### config.mk
export PLATFORM = sky130hd
export DESIGN_NAME = domain_power_sequencer
export DESIGN_NICKNAME = d
export VERILOG_FILES = /design/src/common/pwr_seq_pkg.sv /design/src/rtl/domain_power_sequencer.sv /design/src/rtl/domain_seq.sv
export SDC_FILE = /design/constraint.sdc
export NUM_CORES = 1
export LEC_CHECK = 0
export BUFFER_PORTS_ARGS = -buffer_cell sky130_fd_sc_hd__buf_2
export CORE_UTILIZATION = 45
export CTS_CLUSTER_SIZE = 8
export DETAILED_ROUTE_END_ITERATION = 16
export GPL_ROUTABILITY_DRIVEN = 0
export GPL_TIMING_DRIVEN = 0
export SYNTH_ARGS = -nofsm -noshare
export SYNTH_HDL_FRONTEND = slang
export SYNTH_SLANG_ARGS = --single-unit
### constraint.sdc
create_clock -name clk_sys -period 6.8 [get_ports clk_sys]
set_clock_uncertainty 0.05 [all_clocks]
set_input_delay 1.36 -clock clk_sys [delete_from_list [all_inputs] [get_ports clk_sys]]
set_output_delay 1.36 -clock clk_sys [all_outputs]
set_load 0.05 [all_outputs]
### src/common/pwr_seq_pkg.sv
/*
  Constants, types and register map for the domain power sequencer.
  Assumes one controller clock and an asynchronous active-high reset.
*/
// What this block does
// RULE_01: Command field is 4 bits; undefined command codes leave stored command unchanged.
// RULE_02: Manager domain has no command register; writes ignored, reads zero.
// RULE_03: Command register reads the last executed command.
// RULE_04: Clock-off waits for coherence off and interlocks, then gates clock.
// RULE_05: Clock-off to powered-down domain powers it up into ungated clock-off.
// RULE_06: Power-down waits for coherence off and interlocks, then powers down.
// RULE_07: Power-up command acts like the wake pin; other-core path only.
// RULE_08: Reset command in non-coherent mode resets, then reads back power-up.
// RULE_09: Command reset value derives from sampled cold-start policy pins.
// RULE_10: L2 auto-init waits delay after reset, one request per reset, gated.
// RULE_11: Wake pin power-up sets wake event flag and loads power-up code.
// RULE_12: Read-only four-bit field reports the sequencer state codes.
// RULE_13: Gating-present bits; when absent sequences run without physical gating.
// RULE_14: Probe event sets flag, powers up, resets, clock-off; no power-off meanwhile.
// RULE_15: Status bits show synchronized domain input pins.
// RULE_16: Cold-start policy: 0 down, 1 clock-off, 2 run, 3 reserved.
// RULE_17: Stand-alone IO bit makes manager low-power state clock-off.
// RULE_18: Clearing IO bit with wake low and processors down powers manager down.
// RULE_19: Manager power-down clears its control registers (code clears only the IO bit, not the L2 init enable); power-up resets it.
// RULE_20: Status command field mirrors latest command; power-up after reset or wake.
// RULE_21: Reserved bits read zero and ignore writes.
package pwr_seq_pkg;

  // ====
  // Register map
  localparam logic [15:0] OFF_MGR_STAT = 16'h9008;
  localparam logic [15:0] OFF_DBG_CMD = 16'h9100;
  localparam logic [15:0] OFF_DBG_STAT = 16'h9108;
  localparam logic [15:0] OFF_CORE_CMD = 16'hA000;
  localparam logic [15:0] OFF_CORE_STAT = 16'hA008;

  // ====
  // Status field positions
  localparam int B_L2INIT = 24;
  localparam int B_WAKEEV = 23;
  localparam int B_STATE_LO = 19;
  localparam int B_CLKGATE = 17;
  localparam int B_PWRGATE = 16;
  localparam int B_PROBE = 15;
  localparam int B_WAKE = 14;
  localparam int B_SUPPLY = 13;
  localparam int B_RAIL = 12;
  localparam int B_COH = 11;
  localparam int B_LOW_POWER_ACK_SYNC = 10;
  localparam int B_POLICY_LO = 8;
  localparam int B_HOLD = 7;
  localparam int B_IOTRF = 4;

  // ====
  // Commands
  localparam logic [3:0] CMD_NONE = 4'h0;
  localparam logic [3:0] CMD_CLKOFF = 4'h1;
  localparam logic [3:0] CMD_PWRDN = 4'h2;
  localparam logic [3:0] CMD_POWER_ON_REQUEST = 4'h3;
  localparam logic [3:0] CMD_RESET = 4'h4;

  // ====
  // Sequencer state codes as reported
  localparam logic [3:0] SC_D0 = 4'h0;
  localparam logic [3:0] SC_U0 = 4'h1;
  localparam logic [3:0] SC_U1 = 4'h2;
  localparam logic [3:0] SC_U2 = 4'h3;
  localparam logic [3:0] SC_U3 = 4'h4;
  localparam logic [3:0] SC_U4 = 4'h5;
  localparam logic [3:0] SC_U5 = 4'h6;
  localparam logic [3:0] SC_U6 = 4'h7;
  localparam logic [3:0] SC_D1 = 4'h8;
  localparam logic [3:0] SC_D3 = 4'h9;
  localparam logic [3:0] SC_D2 = 4'hA;

  // Cold-start policy codes
  localparam logic [1:0] POL_DOWN = 2'h0;
  localparam logic [1:0] POL_CLKOFF = 2'h1;
  localparam logic [1:0] POL_RUN = 2'h2;

  // ====
  // Timing
  localparam int CLK_MHZ = 250;
  localparam int UP_DELAY_NS = 40;
  localparam int UP_DELAY_CYC = (UP_DELAY_NS * CLK_MHZ + 999) / 1000;
  localparam int RST_CYC = 8;
  localparam int L2_WAIT_DEF = 64;

  // ====
  // Types
  typedef struct packed {
    logic wake;
    logic supplyGood;
    logic railStable;
    logic coherence;
    logic lowPowerAck;
    logic resetHold;
  } dom_pins_t;

  typedef struct packed {
    logic [15:0] addr;
    logic [31:0] wdata;
    logic wr;
    logic rd;
  } reg_req_t;

endpackage

### src/rtl/domain_power_sequencer.sv
/*
  Register front end and three domain sequencers (manager, debug, core).
  Assumes pins synchronous to clk_sys; a plain register port.
*/
module domain_power_sequencer #(
  parameter int L2_WAIT = pwr_seq_pkg::L2_WAIT_DEF,
  parameter bit L2_INIT_DEFAULT = 1'b1
) (
  input wire logic clk_sys, // Controller clock
  input wire logic rst, // Async reset, active high
  input wire pwr_seq_pkg::reg_req_t req, // Register request
  output logic [31:0] rdata, // Read data, cycle after read
  input wire pwr_seq_pkg::dom_pins_t mgrPins, // Manager domain pins
  input wire pwr_seq_pkg::dom_pins_t dbgPins, // Debug domain pins
  input wire pwr_seq_pkg::dom_pins_t corePins, // Core domain pins
  input wire logic [1:0] dbgColdPolicy, // Debug cold-start pins
  input wire logic [1:0] coreColdPolicy, // Core cold-start pins
  input wire logic probeAttach, // Probe connection pulse
  input wire logic bistOn, // BIST running
  input wire logic l2InitInhibitPin, // L2 init inhibit
  output logic l2InitReq, // L2 init request pulse
  output logic [2:0] domClkEnable, // Clock enables core,dbg,mgr
  output logic [2:0] domPwrEnable, // Power enables core,dbg,mgr
  output logic [2:0] domReset // Resets core,dbg,mgr
);
  import pwr_seq_pkg::*;

  // ====
  // Synchronizers for domain pins
  dom_pins_t mgrS1, mgrS2, dbgS1, dbgS2, coreS1, coreS2;
  always_ff @(posedge clk_sys or posedge rst) begin
    if (rst) begin
      mgrS1 <= '0;
      mgrS2 <= '0;
      dbgS1 <= '0;
      dbgS2 <= '0;
      coreS1 <= '0;
      coreS2 <= '0;
    end else begin
      mgrS1 <= mgrPins;
      mgrS2 <= mgrS1; // [RULE_15]
      dbgS1 <= dbgPins;
      dbgS2 <= dbgS1;
      coreS1 <= corePins;
      coreS2 <= coreS1;
    end
  end

  // ====
  // Policy capture after reset release
  logic [1:0] dbgPol_reg, dbgPol_next, corePol_reg, corePol_next;
  logic started_reg, started_next;
  logic policyLoad;
  assign policyLoad = !started_reg;
  always_comb begin
    started_next = 1'b1;
    dbgPol_next = policyLoad ? dbgColdPolicy : dbgPol_reg; // [RULE_09]
    corePol_next = policyLoad ? coreColdPolicy : corePol_reg;
  end
  always_ff @(posedge clk_sys or posedge rst) begin
    if (rst) begin
      started_reg <= 1'b0;
      dbgPol_reg <= 2'h0;
      corePol_reg <= 2'h0;
    end else begin
      started_reg <= started_next;
      dbgPol_reg <= dbgPol_next;
      corePol_reg <= corePol_next;
    end
  end

  // ====
  // Software control bits
  logic l2En_reg, l2En_next, io_reg, io_next;
  logic wrMgrStat, wrDbgStat, wrCoreStat, wrDbgCmd, wrCoreCmd;
  logic mgrDown;
  assign wrMgrStat = req.wr && (req.addr == OFF_MGR_STAT);
  assign wrDbgStat = req.wr && (req.addr == OFF_DBG_STAT);
  assign wrCoreStat = req.wr && (req.addr == OFF_CORE_STAT);
  assign wrDbgCmd = req.wr && (req.addr == OFF_DBG_CMD);
  assign wrCoreCmd = req.wr && (req.addr == OFF_CORE_CMD);

  always_comb begin
    l2En_next = l2En_reg;
    io_next = io_reg;
    if (wrMgrStat) begin
      l2En_next = req.wdata[B_L2INIT]; // [RULE_10]
      io_next = req.wdata[B_IOTRF]; // [RULE_17]
    end
    if (mgrDown) begin
      io_next = 1'b0; // [RULE_19]
    end
  end
  always_ff @(posedge clk_sys or posedge rst) begin
    if (rst) begin
      l2En_reg <= L2_INIT_DEFAULT;
      io_reg <= 1'b0;
    end else begin
      l2En_reg <= l2En_next;
      io_reg <= io_next;
    end
  end

  // ====
  // L2 auto-init: one request per reset
  logic [15:0] l2Cnt_reg, l2Cnt_next;
  logic l2Done_reg, l2Done_next, l2Req_next;
  always_comb begin
    l2Cnt_next = l2Cnt_reg;
    l2Done_next = l2Done_reg;
    l2Req_next = 1'b0;
    if (l2Cnt_reg != 16'(L2_WAIT)) begin
      l2Cnt_next = l2Cnt_reg + 16'h0001;
    end else if (!l2Done_reg && l2En_reg && !bistOn && !l2InitInhibitPin) begin
      l2Req_next = 1'b1; // [RULE_10]
      l2Done_next = 1'b1;
    end
  end
  always_ff @(posedge clk_sys or posedge rst) begin
    if (rst) begin
      l2Cnt_reg <= 16'h0000;
      l2Done_reg <= 1'b0;
      l2InitReq <= 1'b0;
    end else begin
      l2Cnt_reg <= l2Cnt_next;
      l2Done_reg <= l2Done_next;
      l2InitReq <= l2Req_next;
    end
  end

  // ====
  // Sequencers
  logic [3:0] mgrState, dbgState, coreState, mgrCmd, dbgCmd, coreCmd;
  logic mgrWake, dbgWake, coreWake, dbgProbe, dbgDown, coreDown;

  domain_seq #(.IS_MGR(1'b1), .IS_DBG(1'b0)) u_mgr (
    .clk_sys(clk_sys), .rst(rst), .policy(POL_DOWN), .policyLoad(1'b0),
    .pins(mgrS2), .cmdWr(1'b0), .cmdData(4'h0), .probeEvent(1'b0),
    .probeClr(1'b0), .wakeClr(wrMgrStat && !req.wdata[B_WAKEEV]),
    .ioTraffic(io_reg), .othersDown(dbgDown && coreDown),
    .stateCode(mgrState), .lastCmd(mgrCmd), .wakeEvent(mgrWake), .probeSeen(),
    .clkEnable(domClkEnable[0]), .pwrEnable(domPwrEnable[0]),
    .domainReset(domReset[0]), .isDown(mgrDown)
  );

  domain_seq #(.IS_MGR(1'b0), .IS_DBG(1'b1)) u_dbg (
    .clk_sys(clk_sys), .rst(rst), .policy(dbgColdPolicy), .policyLoad(policyLoad),
    .pins(dbgS2), .cmdWr(wrDbgCmd), .cmdData(req.wdata[3:0]),
    .probeEvent(probeAttach), .probeClr(wrDbgStat && !req.wdata[B_PROBE]),
    .wakeClr(wrDbgStat && !req.wdata[B_WAKEEV]), .ioTraffic(1'b0),
    .othersDown(1'b0), .stateCode(dbgState), .lastCmd(dbgCmd),
    .wakeEvent(dbgWake), .probeSeen(dbgProbe), .clkEnable(domClkEnable[1]),
    .pwrEnable(domPwrEnable[1]), .domainReset(domReset[1]), .isDown(dbgDown)
  );

  domain_seq #(.IS_MGR(1'b0), .IS_DBG(1'b0)) u_core (
    .clk_sys(clk_sys), .rst(rst), .policy(coreColdPolicy), .policyLoad(policyLoad),
    .pins(coreS2), .cmdWr(wrCoreCmd), .cmdData(req.wdata[3:0]),
    .probeEvent(1'b0), .probeClr(1'b0),
    .wakeClr(wrCoreStat && !req.wdata[B_WAKEEV]), .ioTraffic(1'b0),
    .othersDown(1'b0), .stateCode(coreState), .lastCmd(coreCmd),
    .wakeEvent(coreWake), .probeSeen(), .clkEnable(domClkEnable[2]),
    .pwrEnable(domPwrEnable[2]), .domainReset(domReset[2]), .isDown(coreDown)
  );

  // ====
  // Read path
  function automatic logic [31:0] statWord(input logic l2, input logic wk,
      input logic [3:0] st, input logic pr, input dom_pins_t p,
      input logic [1:0] pol, input logic io, input logic [3:0] cmd);
    logic [31:0] w;
    w = 32'h0000_0000; // [RULE_21]
    w[B_L2INIT] = l2;
    w[B_WAKEEV] = wk;
    w[B_STATE_LO +: 4] = st; // [RULE_12]
    w[B_CLKGATE] = 1'b1; // [RULE_13]
    w[B_PWRGATE] = 1'b1;
    w[B_PROBE] = pr;
    w[B_WAKE] = p.wake; // [RULE_15]
    w[B_SUPPLY] = p.supplyGood;
    w[B_RAIL] = p.railStable;
    w[B_COH] = p.coherence;
    w[B_LOW_POWER_ACK_SYNC] = p.lowPowerAck;
    w[B_HOLD] = p.resetHold;
    w[B_POLICY_LO +: 2] = pol; // [RULE_16]
    w[B_IOTRF] = io;
    w[3:0] = cmd; // [RULE_20]
    return w;
  endfunction

  logic [31:0] rdata_next;
  always_comb begin
    rdata_next = 32'h0000_0000;
    if (req.rd) begin
      if (req.addr == OFF_MGR_STAT) begin
        rdata_next = statWord(l2En_reg, mgrWake, mgrState, 1'b0, mgrS2, 2'h0, io_reg, mgrCmd);
      end else if (req.addr == OFF_DBG_CMD) begin
        rdata_next = {28'h000_0000, dbgCmd}; // [RULE_03]
      end else if (req.addr == OFF_DBG_STAT) begin
        rdata_next = statWord(1'b0, dbgWake, dbgState, dbgProbe, dbgS2, dbgPol_reg, 1'b0,
          dbgCmd);
      end else if (req.addr == OFF_CORE_CMD) begin
        rdata_next = {28'h000_0000, coreCmd};
      end else if (req.addr == OFF_CORE_STAT) begin
        rdata_next = statWord(1'b0, coreWake, coreState, 1'b0, coreS2, corePol_reg, 1'b0,
          coreCmd);
      end
    end
  end
  always_ff @(posedge clk_sys or posedge rst) begin
    if (rst) begin
      rdata <= 32'h0000_0000;
    end else begin
      rdata <= rdata_next;
    end
  end

endmodule // domain_power_sequencer

### src/rtl/domain_seq.sv
/*
  One domain power sequencer: command holding, state walk and flags.
  Assumes pins already synchronized and command writes pre-decoded.
*/
// The strobed register port was chosen for this implementation.
module domain_seq #(
  parameter bit IS_MGR = 1'b0,
  parameter bit IS_DBG = 1'b0,
  parameter bit CLK_GATE_PRESENT = 1'b1,
  parameter bit PWR_GATE_PRESENT = 1'b1
) (
  input wire logic clk_sys, // Controller clock
  input wire logic rst, // Async reset
  input wire logic [1:0] policy, // Sampled cold-start policy
  input wire logic policyLoad, // Pulse after reset release
  input wire pwr_seq_pkg::dom_pins_t pins, // Synchronized domain pins
  input wire logic cmdWr, // Command write strobe
  input wire logic [3:0] cmdData, // Command write value
  input wire logic probeEvent, // Probe connection pulse
  input wire logic probeClr, // Software clears probe flag
  input wire logic wakeClr, // Software clears wake flag
  input wire logic ioTraffic, // Stand-alone IO traffic enable
  input wire logic othersDown, // All processor domains down
  output logic [3:0] stateCode, // Sequencer state code
  output logic [3:0] lastCmd, // Last executed command
  output logic wakeEvent, // Wake pin event flag
  output logic probeSeen, // Probe flag
  output logic clkEnable, // Domain clock enable
  output logic pwrEnable, // Domain power switch enable
  output logic domainReset, // Domain reset
  output logic isDown // Domain powered down
);
  import pwr_seq_pkg::*;

  // ====
  // State machine
  typedef enum logic [5:0] {
    S_DOWN = 6'b000001,
    S_RAMP = 6'b000010,
    S_GATED = 6'b000100,
    S_RESET = 6'b001000,
    S_RUN = 6'b010000,
    S_DRAIN = 6'b100000
  } st_t;

  st_t state_reg, state_next;
  logic [3:0] pend_reg, pend_next;
  logic [3:0] last_reg, last_next;
  logic [3:0] target_reg, target_next;
  logic [7:0] cnt_reg, cnt_next;
  logic wake_reg, wake_next;
  logic probe_reg, probe_next;
  logic wakePrev_reg, wakePrev_next;
  logic ioPrev_reg, ioPrev_next;
  logic barrierClear;
  logic wakeRise;

  assign barrierClear = !pins.coherence && pins.lowPowerAck && !pins.resetHold;
  assign wakeRise = pins.wake && !wakePrev_reg;

  always_comb begin
    state_next = state_reg;
    pend_next = pend_reg;
    last_next = last_reg;
    target_next = target_reg;
    cnt_next = (cnt_reg != 8'h00) ? cnt_reg - 8'h01 : cnt_reg;
    wake_next = wake_reg;
    probe_next = probe_reg;
    wakePrev_next = pins.wake;
    ioPrev_next = ioTraffic;
    if (policyLoad) begin
      // Cold-start policy picks the starting command
      case (policy) // [RULE_09] [RULE_16]
        POL_CLKOFF: pend_next = CMD_CLKOFF;
        POL_RUN: pend_next = CMD_POWER_ON_REQUEST;
        default: pend_next = CMD_NONE;
      endcase
    end else if (cmdWr && !IS_MGR) begin // [RULE_02]
      if (cmdData >= CMD_CLKOFF && cmdData <= CMD_RESET) begin // [RULE_01]
        pend_next = cmdData;
      end
    end
    if (wakeRise && state_reg == S_DOWN) begin
      pend_next = CMD_POWER_ON_REQUEST; // [RULE_07]
      wake_next = 1'b1; // [RULE_11]
      last_next = CMD_POWER_ON_REQUEST; // [RULE_20]
    end else if (wakeClr) begin
      wake_next = 1'b0;
    end
    if (probeEvent && IS_DBG) begin
      probe_next = 1'b1; // [RULE_14]
      pend_next = CMD_RESET;
      target_next = CMD_CLKOFF;
    end else if (probeClr) begin
      probe_next = 1'b0;
    end
    // Manager: IO bit dropped while idle powers the manager down
    if (IS_MGR && ioPrev_reg && !ioTraffic && !pins.wake && othersDown) begin // [RULE_18]
      pend_next = CMD_PWRDN;
    end
    case (state_reg)
      S_DOWN: begin
        if (pend_reg == CMD_CLKOFF || pend_reg == CMD_POWER_ON_REQUEST || pend_reg == CMD_RESET) begin
          target_next = pend_reg; // [RULE_05]
          last_next = pend_reg;
          pend_next = CMD_NONE;
          cnt_next = 8'(UP_DELAY_CYC);
          state_next = S_RAMP;
        end
      end
      S_RAMP: begin
        if (cnt_reg == 8'h00 && pins.supplyGood && pins.railStable) begin
          if (target_reg == CMD_CLKOFF) begin
            state_next = S_GATED; // [RULE_05]
          end else begin
            cnt_next = 8'(RST_CYC);
            state_next = S_RESET; // [RULE_19]
          end
        end
      end
      S_GATED: begin
        if (pend_reg == CMD_POWER_ON_REQUEST || pend_reg == CMD_RESET) begin
          last_next = pend_reg;
          pend_next = CMD_NONE;
          cnt_next = 8'(RST_CYC);
          state_next = S_RESET;
        end else if (pend_reg == CMD_PWRDN && barrierClear && !probe_reg && !ioTraffic) begin
          last_next = CMD_PWRDN; // [RULE_06] [RULE_14] [RULE_17]
          pend_next = CMD_NONE;
          state_next = S_DOWN;
        end else if (pend_reg == CMD_CLKOFF) begin
          pend_next = CMD_NONE;
        end
      end
      S_RESET: begin
        if (cnt_reg == 8'h00) begin
          if (probe_reg && target_reg != CMD_POWER_ON_REQUEST) begin
            last_next = CMD_CLKOFF; // [RULE_14]
            state_next = S_GATED;
          end else begin
            last_next = CMD_POWER_ON_REQUEST; // [RULE_08] [RULE_20]
            state_next = S_RUN;
          end
          target_next = CMD_POWER_ON_REQUEST;
        end
      end
      S_RUN: begin
        if (pend_reg == CMD_RESET && !pins.coherence) begin
          last_next = CMD_RESET; // [RULE_08]
          pend_next = CMD_NONE;
          cnt_next = 8'(RST_CYC);
          state_next = S_RESET;
        end else if ((pend_reg == CMD_CLKOFF || pend_reg == CMD_PWRDN) && barrierClear) begin
          target_next = pend_reg; // [RULE_04] [RULE_06]
          last_next = pend_reg; // [RULE_03]
          pend_next = CMD_NONE;
          state_next = S_DRAIN;
        end else if (pend_reg == CMD_POWER_ON_REQUEST) begin
          pend_next = CMD_NONE;
        end
      end
      S_DRAIN: begin
        // Power-off blocked while probe seen or IO traffic keeps manager alive
        if (target_reg == CMD_PWRDN && !probe_reg && !(IS_MGR && ioTraffic)) begin
          state_next = S_DOWN; // [RULE_14] [RULE_17] [RULE_19]
        end else begin
          state_next = S_GATED; // [RULE_04]
          target_next = CMD_NONE;
        end
      end
      default: state_next = S_DOWN;
    endcase
  end

  always_ff @(posedge clk_sys or posedge rst) begin
    if (rst) begin
      state_reg <= S_DOWN;
      pend_reg <= 4'h0;
      last_reg <= 4'h0;
      target_reg <= 4'h0;
      cnt_reg <= 8'h00;
      wake_reg <= 1'b0;
      probe_reg <= 1'b0;
      wakePrev_reg <= 1'b0;
      ioPrev_reg <= 1'b0;
    end else begin
      state_reg <= state_next;
      pend_reg <= pend_next;
      last_reg <= last_next;
      target_reg <= target_next;
      cnt_reg <= cnt_next;
      wake_reg <= wake_next;
      probe_reg <= probe_next;
      wakePrev_reg <= wakePrev_next;
      ioPrev_reg <= ioPrev_next;
    end
  end

  // ====
  // Outputs
  always_comb begin
    case (state_reg) // [RULE_12]
      S_RAMP: stateCode = SC_U1;
      S_GATED: stateCode = (target_reg == CMD_CLKOFF && last_reg != CMD_POWER_ON_REQUEST) ? SC_U2 : SC_D2;
      S_RESET: stateCode = SC_U3;
      S_RUN: stateCode = pins.coherence ? SC_U6 : SC_U5;
      S_DRAIN: stateCode = SC_D3;
      default: stateCode = SC_D0;
    endcase
  end

  assign lastCmd = last_reg;
  assign wakeEvent = wake_reg;
  assign probeSeen = probe_reg;
  assign isDown = (state_reg == S_DOWN);
  assign domainReset = (state_reg != S_RUN) && (state_reg != S_GATED);
  // Without the physical gates the switches stay on
  assign clkEnable = !CLK_GATE_PRESENT || (state_reg == S_RUN) || (state_reg == S_RESET); // [RULE_13]
  assign pwrEnable = !PWR_GATE_PRESENT || (state_reg != S_DOWN); // [RULE_13]

endmodule // domain_seq

==> results of run 1 <==
==> per-layer routing <==
layer / vias to the layer above / global-route usage (%) / share of wire [%]
li1: 3581 / - / -
met3: 42 / 4.09 / 6.2
met4: 0 / 8.09 / 2.0
met5: - / 0 / 0
met2: 301 / 36.1 / 45
met1: 3568 / 34.0 / 47
==> Yosys cell counts, types with 6 or more instances <==
cell type and count:
ha_1 7, o31ai_1 7, clkbuf_1 23, nor2b_1 29, a21oi_1 36, nand2_1 69, nand4_1 10, a222oi_1 12
o22ai_1 10, o21ai_0 45, a2111oi_0 6, nor2_1 91, mux2i_1 8, nand3b_1 13, and3_1 11, or3_1 6
or4_1 7, or2_2 7, inv_1 27, nor3_1 40, xnor2_1 25, nor4b_1 10, and2_1 10, o211ai_1 8
xor2_1 15, mux2_2 10, a221oi_1 6, buf_4 21, nand3_1 23, a31oi_1 10, nor4_1 11, dfrtp_1 164
nor3b_1 8, buf_2 7, nand2b_1 19
==> critical path, stage by stage, from the launching register on <==
cell and delay [ns]:
dfrtp_1 0.36, buf_2 0.17, or2_1 0.21, clkbuf_1 0.18
nor3_1 0.72, nor2_1 0.25, buf_4 0.20, buf_2 0.20
==> cell type report <==
| cell class | count | area, um2 |
|---|---|---|
| Buffer | 57 | 339 |
| Tap cell | 265 | 332 |
| Multi-Input combinational cell | 683 | 4350 |
| Clock buffer | 18 | 439 |
| Timing Repair Buffer | 84 | 443 |
| Clock inverter | 14 | 170 |
| Inverter | 29 | 116 |
| Fill cell | 1857 | 9130 |
| Sequential cell | 168 | 4210 |
==> logic make-up after synthesis <==
kind of cell / share of synthesized area, %
flip-flops: 46.9
other: 0.0837
adder cells (fa/ha/maj): 0.976
XOR/XNOR: 3.90
AND/OR/NAND/NOR: 25.5
AO/OA/AOI/OAI: 15.0
multiplexers: 2.65
buffers and inverters: 4.99
==> how the worst max path moves through the flow <==
stage	from	to	slack, ns	cells after the start
4_1_cts	u_dbg.state_reg[2]	domReset[1]	2.69	7
3_3_place_gp	rst	u_core.state_reg[2]	-1.05	2
6_report	u_dbg.state_reg[2]	domReset[1]	2.65	7
2_1_floorplan	rst	corePol_reg[0]	0.85	1
3_5_place_dp	req[45]	rdata[19]	2.84	7
5_1_grt	u_dbg.state_reg[2]	domReset[1]	2.57	7
==> placed cells by master, fill, tap and decap left out, types with 11 or more instances in the layout <==
cell type	instances
xor2_1	15
nor3_1	40
conb_1	11
a222oi_1	12
nor4_1	11
nor2_1	91
nand3_1	23
clkbuf_1	23
inv_1	26
nand2_1	69
nand2b_1	19
nand3b_1	13
nor2b_1	29
clkbuf_16	17
and3_1	11
a21oi_1	36
xnor2_1	25
buf_2	90
buf_4	21
o21ai_0	45
dfrtp_1	164
==> per-stage QoR <==
step / area (um2) / power, mW / hold WS [ns]
detailed placement: 9790 / 3.12 / 0.285
floorplan: 9010 / 2.69 / 0.281
global placement: 9750 / 3.11 / 0.282
global route: 10400 / 4.38 / 0.305
finish: 10400 / 4.11 / 0.299
CTS: 10400 / 4.12 / 0.301
==> power breakdown <==
group | switching [mW] | leakage [nW] | total, mW | internal (mW)
combinational | 1.11 | 2.23 | 1.82 | 0.710
sequential | 0.136 | 2.13 | 1.31 | 1.18
clock | 0.474 | 0.298 | 0.981 | 0.508
==> results by group, run 1 <==
GRT
  • GRT Util Overall: 23.7%
  • Largest net degree at the start of global routing: 130
  • Global-route wire length before repair: 37100 um
  • Initial antenna violation count: 0
  • Grt ovf: 0
  • Vias in the first global route: 6939

Critical path
  • Reg-to-reg critical path endpoint: u_dbg.lastCmd[0]
  • Worst Path Required: 5.39 ns
  • CP startpoint kind: flip-flop
  • Critical path capture point type: output port
  • FF-to-FF Start: u_dbg.state_reg[2]
  • Critical path peak fanout: 10
  • Worst EP arrival: 2.74 ns
  • R2r setup slk: 3.70 ns
  • R2R depth: 9
  • CP Class: flip-flop to output port

Synth
  • Largest cells by area after synthesis: dfrtp_1 46%, nor2_1 3.8%, nand2_1 2.9%
  • Most used DFF post-synth: dfrtp_1
  • Syn avg cell area: 9.67 um2
  • EDFF count, synth: 0
  • Leading area contributor after synthesis: dfrtp_1
  • Sequential area share after synthesis: 46.9%
  • Synthesized flop and latch total: 168
  • Synth top area share: 45.7%
  • Netlist cell types: 84
  • Ys Warns: 0
  • Mapped Cells: 928
  • Ys async rst share: 100%
  • Cell Area, Synth: 8970 um2

Floorplan
  • Die H: 143 um
  • Core Area: 19500 um2
  • Die area: 20500 um2
  • Io pins: 119
  • Die Width: 143 um
  • # rows: 51
  • Initial Util: 46.0%

Hold path
  • Worst hold stages: 0
  • Hold wc startpoint: mgrS1[3]
  • Class of the tightest hold or removal check: flip-flop to flip-flop
  • Worst Hold End: mgrS2[3]

Final layout
  • Layout cells sized above 1: 19.5%
  • Final net count: 1124
  • Max reg flops: 21
  • Synthesis-to-finish area growth: 15.9%
  • Post-Layout Cell Count: 1318
  • Layout Utilization: 53.2%
  • Diode count: 0

Pwr
  • Leak pwr: 4.66 nW
  • PD cells: 396 nW/um2
  • Peak supply drop: 0.263 mV

CTS
  • Total CTS buffers: 17
  • Sink Count: 168
  • Post_cts resized: 0
  • Number of buffers added for setup after CTS: 0
  • Clock Path Buffers: 2
  • CTS tree: built
  • CTS H-Tree Depth: 4
  • Clock network latency to the later pin of the worst-skew pair: 0.44 ns
  • Hold-fix buffers, CTS: 0
  • Clock slew at reported path FFs: 0.08 ns
  • Root buf cell: clkbuf_16

Route
  • Routed wire length: 23400 um
  • DR vias: 7492
  • DR pass1 iterations: 6
  • DRC Markers: 0
  • Final antenna-violating net count: 0
  • Vias/cell: 5.68
  • DR iter-0 viols: 907
  • Average wire per standard cell: 17.7 um

Timing
  • Period utilization: 61.0%
  • Final TNS setup: 0 ns
  • Slew Limit Fails: 0
  • Worst Max-Slew Pin Slew: 0.885 ns
  • Final setup vio count: 0
  • Min Tclk post-route: 4.15 ns
  • Hold violation count in the final report: 0
  • Slew margin rel.: 40.2%
  • Final Worst Setup Slack: 2.65 ns
  • Max Fclk: 0.241 GHz
  • RSZ-0062 raised after global routing: no

Placed design
  • Pre-CTS setup slack: 2.84 ns
  • Dpl hpwl: 17200 um
  • Dpl cells: 1286
  • PortBufs: 83

Job
  • Max cap viols: 0

Outcome
  • Status: finished clean
Power figures use the tool's default switching activity.
==> run 2, diff against run 1 <==
- PLACE_DENSITY: unset -> 0.67
- clock period: 6.8 -> 3.45 ns (I/O delays scaled with it)
==> results by group, run 2 (synthesis gave the netlist of run 1 again) <==
Route
  • Vias/cell: 5.69
  • Average wire per standard cell: 17.6 um
  • Final antenna-violating net count: 0
  • Routed wire length: 23200 um
  • DRC Markers: 0
  • DR vias: 7521
  • DR pass1 iterations: 7
  • DR iter-0 viols: 797

CTS
  • Number of buffers added for setup after CTS: 0
  • Clock slew at reported path FFs: 0.07 ns
  • Clock network latency to the later pin of the worst-skew pair: 0.44 ns
  • Root buf cell: clkbuf_16
  • Sink Count: 168
  • Clock Path Buffers: 2
  • CTS tree: built
  • CTS H-Tree Depth: 4
  • Total CTS buffers: 17

Floorplan
  • Initial Util: 46.0%
  • Io pins: 119
  • Core Area: 19500 um2
  • Die H: 143 um
  • Die Width: 143 um
  • Die area: 20500 um2
  • # rows: 51

Timing
  • Period utilization: 97.1%
  • Slew margin rel.: 39.1%
  • Worst Max-Slew Pin Slew: 0.901 ns
  • Hold violation count in the final report: 0
  • Final Worst Setup Slack: 0.0990 ns
  • Max Fclk: 0.298 GHz
  • Final setup vio count: 0
  • RSZ-0062 raised after global routing: no
  • Slew Limit Fails: 0
  • Min Tclk post-route: 3.35 ns
  • Final TNS setup: 0 ns

Placed design
  • PortBufs: 83
  • Pre-CTS setup slack: 0.149 ns
  • Dpl hpwl: 17200 um

GRT
  • Initial antenna violation count: 0
  • Grt ovf: 0
  • Global-route wire length before repair: 37400 um
  • Vias in the first global route: 7130
  • Largest net degree at the start of global routing: 41
  • GRT Util Overall: 23.9%

Final layout
  • Most common cell after layout, fill and taps aside: dfrtp_1
  • Final net count: 1127
  • Synthesis-to-finish area growth: 16.9%
  • Fill count: 1816
  • Max reg flops: 21
  • Diode count: 0
  • Most frequent cells in the layout: 164 x dfrtp_1, 91 x nor2_1, 90 x buf_2
  • Layout Utilization: 53.7%
  • Layout cells sized above 1: 19.8%

Critical path
  • R2r setup slk: 0.41 ns
  • FF-to-FF Start: u_dbg.state_reg[2]
  • R2R depth: 9
  • Worst Path Required: 2.71 ns
  • Critical path peak fanout: 10
  • CP startpoint kind: flip-flop
  • Reg-to-reg critical path endpoint: u_dbg.lastCmd[0]
  • Critical path capture point type: output port
  • Worst EP arrival: 2.61 ns
  • CP Class: flip-flop to output port

Pwr
  • Peak supply drop: 0.364 mV
  • Leak pwr: 4.69 nW
  • PD cells: 782 nW/um2

Job
  • Max cap viols: 0

Hold path
  • Class of the tightest hold or removal check: input port to asynchronous set/reset pin

Outcome
  • Status: finished clean
==> run 2: per-layer routing <==
| metal | global-route usage (%) | part of all wire [%] | wire [um] |
|---|---|---|---|
| met1 | 33.4 | 46 | 10700 |
| met2 | 35.7 | 45 | 10300 |
| met3 | 4.73 | 6.4 | 1480 |
| met4 | 10.6 | 3.0 | 702 |
| met5 | 0 | 0 | 0 |
==> run 2: worst max-delay path by stage <==
stage	from	endpoint	slack, ns	cells after the start
final	u_core.state_reg[2]	domPwrEnable[2]	0.1	6
after global routing	u_core.state_reg[4]	domReset[2]	0.03	6
after CTS	u_core.state_reg[2]	domPwrEnable[2]	0.14	6
after detailed placement	req[45]	rdata[19]	0.15	7
after global placement	rst	l2Cnt_reg[11]	-0.47	2
after floorplan	rst	corePol_reg[0]	0.57	1
==> run 2: timing repair <==
item                                    CTS  global route
endpoints found under the setup margin    1             0
hold buffers                              0             0
resized for setup                         1             0
==> run 2: stage by stage <==
step / hold slack (ns) / std cells / power, mW / area (um2)
6_report: 0.252 / 1321 / 8.20 / 10500
5_1_grt: 0.266 / 1321 / 8.71 / 10500
4_1_cts: 0.258 / 1321 / 8.19 / 10500
3_5_place_dp: 0.285 / 1289 / 6.14 / 9840
3_3_place_gp: 0.284 / 1285 / 6.08 / 9760
2_1_floorplan: 0.281 / 937 / 5.30 / 9010
==> run 2: power breakdown <==
| part | internal (mW) | switching [mW] |
|---|---|---|
| clock network | 1.06 | 0.950 |
| logic | 1.40 | 2.19 |
| registers | 2.32 | 0.268 |
| total | 4.79 | 3.41 |
==> run 2: area by class of cell <==
type	count	area (um2)	share of cell area (%)
Inverter	29	113	1.07
Sequential cell	168	4210	40.1
Clock inverter	15	220	2.10
Timing Repair Buffer	87	495	4.72
Clock buffer	17	425	4.06
Multi-Input combinational cell	683	4350	41.5
Buffer	57	339	3.23
Tap cell	265	332	3.16
==> run 2: critical path, stage by stage (launching register included) <==
cell and delay, ns:
dfrtp_1 0.39, buf_6 0.14, or4_1 0.59, nor2_2 0.46
inv_2 0.21, buf_4 0.18, buf_2 0.20
==> run 3, diff against run 2 <==
==> constraint.sdc (replaced) <==
create_clock -name clk_sys -period 3.45 [get_ports clk_sys]
set_clock_uncertainty 0.05 [all_clocks]
set_input_delay 0.345 -clock clk_sys [delete_from_list [all_inputs] [get_ports clk_sys]]
set_output_delay 0.345 -clock clk_sys [all_outputs]
set_load 0.05 [all_outputs]
==> results by group, run 3 (synthesis gave the netlist of run 1 again) <==
Outcome
  • Status: finished clean

Floorplan
  • Die area: 20500 um2
  • Initial Util: 46.0%
  • Die Width: 143 um
  • Core Area: 19500 um2
  • Io pins: 119
  • Die H: 143 um
  • # rows: 51

Route
  • Vias/cell: 5.66
  • WL met2: 10400 um
  • DR iter-0 viols: 763
  • Final antenna-violating net count: 0
  • Post-Route M1 WL: 10700 um
  • DR pass1 iterations: 5
  • Max layer used: met4
  • DR vias: 7591
  • Average wire per standard cell: 17.4 um
  • DRC Markers: 0
  • Routed wire length: 23300 um
  • WL met3: 1490 um

Timing
  • Slew Limit Fails: 0
  • RSZ-0062 raised after global routing: no
  • Min Tclk post-route: 3.19 ns
  • Worst Max-Slew Pin Slew: 0.924 ns
  • Max Fclk: 0.314 GHz
  • Slew margin rel.: 37.5%
  • Final setup vio count: 0
  • Period utilization: 92.4%
  • Hold violation count in the final report: 0

Placed design
  • PortBufs: 83
  • Dpl hpwl: 17200 um

GRT
  • Global-route wire length before repair: 37700 um
  • Initial antenna violation count: 0
  • Vias in the first global route: 7214
  • GRT Util Overall: 24.0%
  • Grt ovf: 0
  • Largest net degree at the start of global routing: 41

Critical path
  • Worst EP arrival: 2.79 ns
  • Worst Path Required: 3.05 ns
  • Critical path peak fanout: 10
  • FF-to-FF Start: u_dbg.state_reg[2]
  • CP startpoint kind: flip-flop
  • CP Class: flip-flop to output port
  • Start point of the critical path: u_dbg.state_reg[2]
  • Critical path capture point type: output port

Final layout
  • Layout cells sized above 1: 19.3%
  • Storage cell area: 4210 um2
  • Most common cell after layout, fill and taps aside: dfrtp_1
  • Layout Utilization: 54.7%
  • Area occupied by multi-input gates: 4350 um2
  • Synthesis-to-finish area growth: 19.0%
  • Fill count: 1796
  • Most frequent cells in the layout: 164 x dfrtp_1, 91 x nor2_1, 90 x buf_2
  • Final net count: 1146
  • Max reg flops: 21
  • Diode count: 0

CTS
  • CTS H-Tree Depth: 4
  • Clock network latency to the later pin of the worst-skew pair: 0.44 ns
  • Hold-fix buffers, CTS: 19
  • Clock slew at reported path FFs: 0.08 ns
  • CTS tree: built
  • Sink Count: 168
  • Total CTS buffers: 17
  • Number of buffers added for setup after CTS: 0
  • Root buf cell: clkbuf_16
  • Post_cts resized: 0
  • Clock Path Buffers: 2

Pwr
  • PD cells: 769 nW/um2
  • Peak supply drop: 0.364 mV
  • Overall power: 8.21 mW
  • Leak pwr: 4.77 nW

Hold path
  • Class of the tightest hold or removal check: input port to flip-flop
  • Hold wc startpoint: l2InitInhibitPin

Job
  • Max cap viols: 0
## run 3: changes by cell type in the layout (fill, tap and decap cells not counted)
cell,previous run,this run
dlygate4sd3_1,0,19
nor3_1,39,40
nor3_2,3,2
## run 3: routing by layer
layer / track usage [%] / vias up
met4: 10.9 / 0
li1: - / 3626
met1: 33.4 / 3608
met5: 0 / -
met3: 4.59 / 50
met2: 36.2 / 307
## run 3: path summary, 6_finish.rpt
path | end | slack, ns | cells after the start
min | l2InitReq | 0.01 | 2
min in group asynchronous | u_core.cnt_reg[7] | 0.46 | 3
min reg2reg | mgrS2[3] | 0.30 | 0
max in group asynchronous | u_dbg.state_reg[0] | 1.98 | 5
max reg2reg | u_dbg.lastCmd[0] | 0.42 | 9
max | domReset[1] | 0.26 | 7
## run 3: where the power goes
part / total [mW] / switching, mW / internal [mW] / leakage [nW]
logic: 3.61 / 2.19 / 1.42 / 2.33
clock network: 2.01 / 0.949 / 1.06 / 0.310
registers: 2.59 / 0.268 / 2.32 / 2.13
total: 8.21 / 3.41 / 4.80 / 4.77
## run 3: critical path, cell delays in order, from the launching register on
cell,delay (ns)
dfrtp_1,0.37
buf_2,0.18
or2_1,0.22
clkbuf_1,0.18
nor3_1,0.73
nor2_1,0.26
buf_4,0.20
buf_2,0.20
## run 3: stage by stage
step           cell area (um2)  hold WS, ns  setup WS, ns  instances  setup TNS, ns
2_1_floorplan             9010        0.281         0.819        937              0
3_3_place_gp              9760        0.284        -0.121       1285         -16.94
3_5_place_dp              9840        0.285         0.494       1289              0
4_1_cts                  10700      0.00137         0.312       1340              0
5_1_grt                  10700      0.00386         0.140       1340              0
6_report                 10700       0.0138         0.263       1340              0
## run 3: cell type report
| cell class | instances | area share, % |
|---|---|---|
| buffer | 57 | 3.18 |
| clock buffer | 17 | 3.99 |
| clock inverter | 15 | 2.06 |
| inverter | 29 | 1.06 |
| multi-input combinational | 683 | 40.8 |
| sequential | 168 | 39.4 |
| tap | 265 | 3.11 |
| timing repair buffer | 106 | 6.42 |
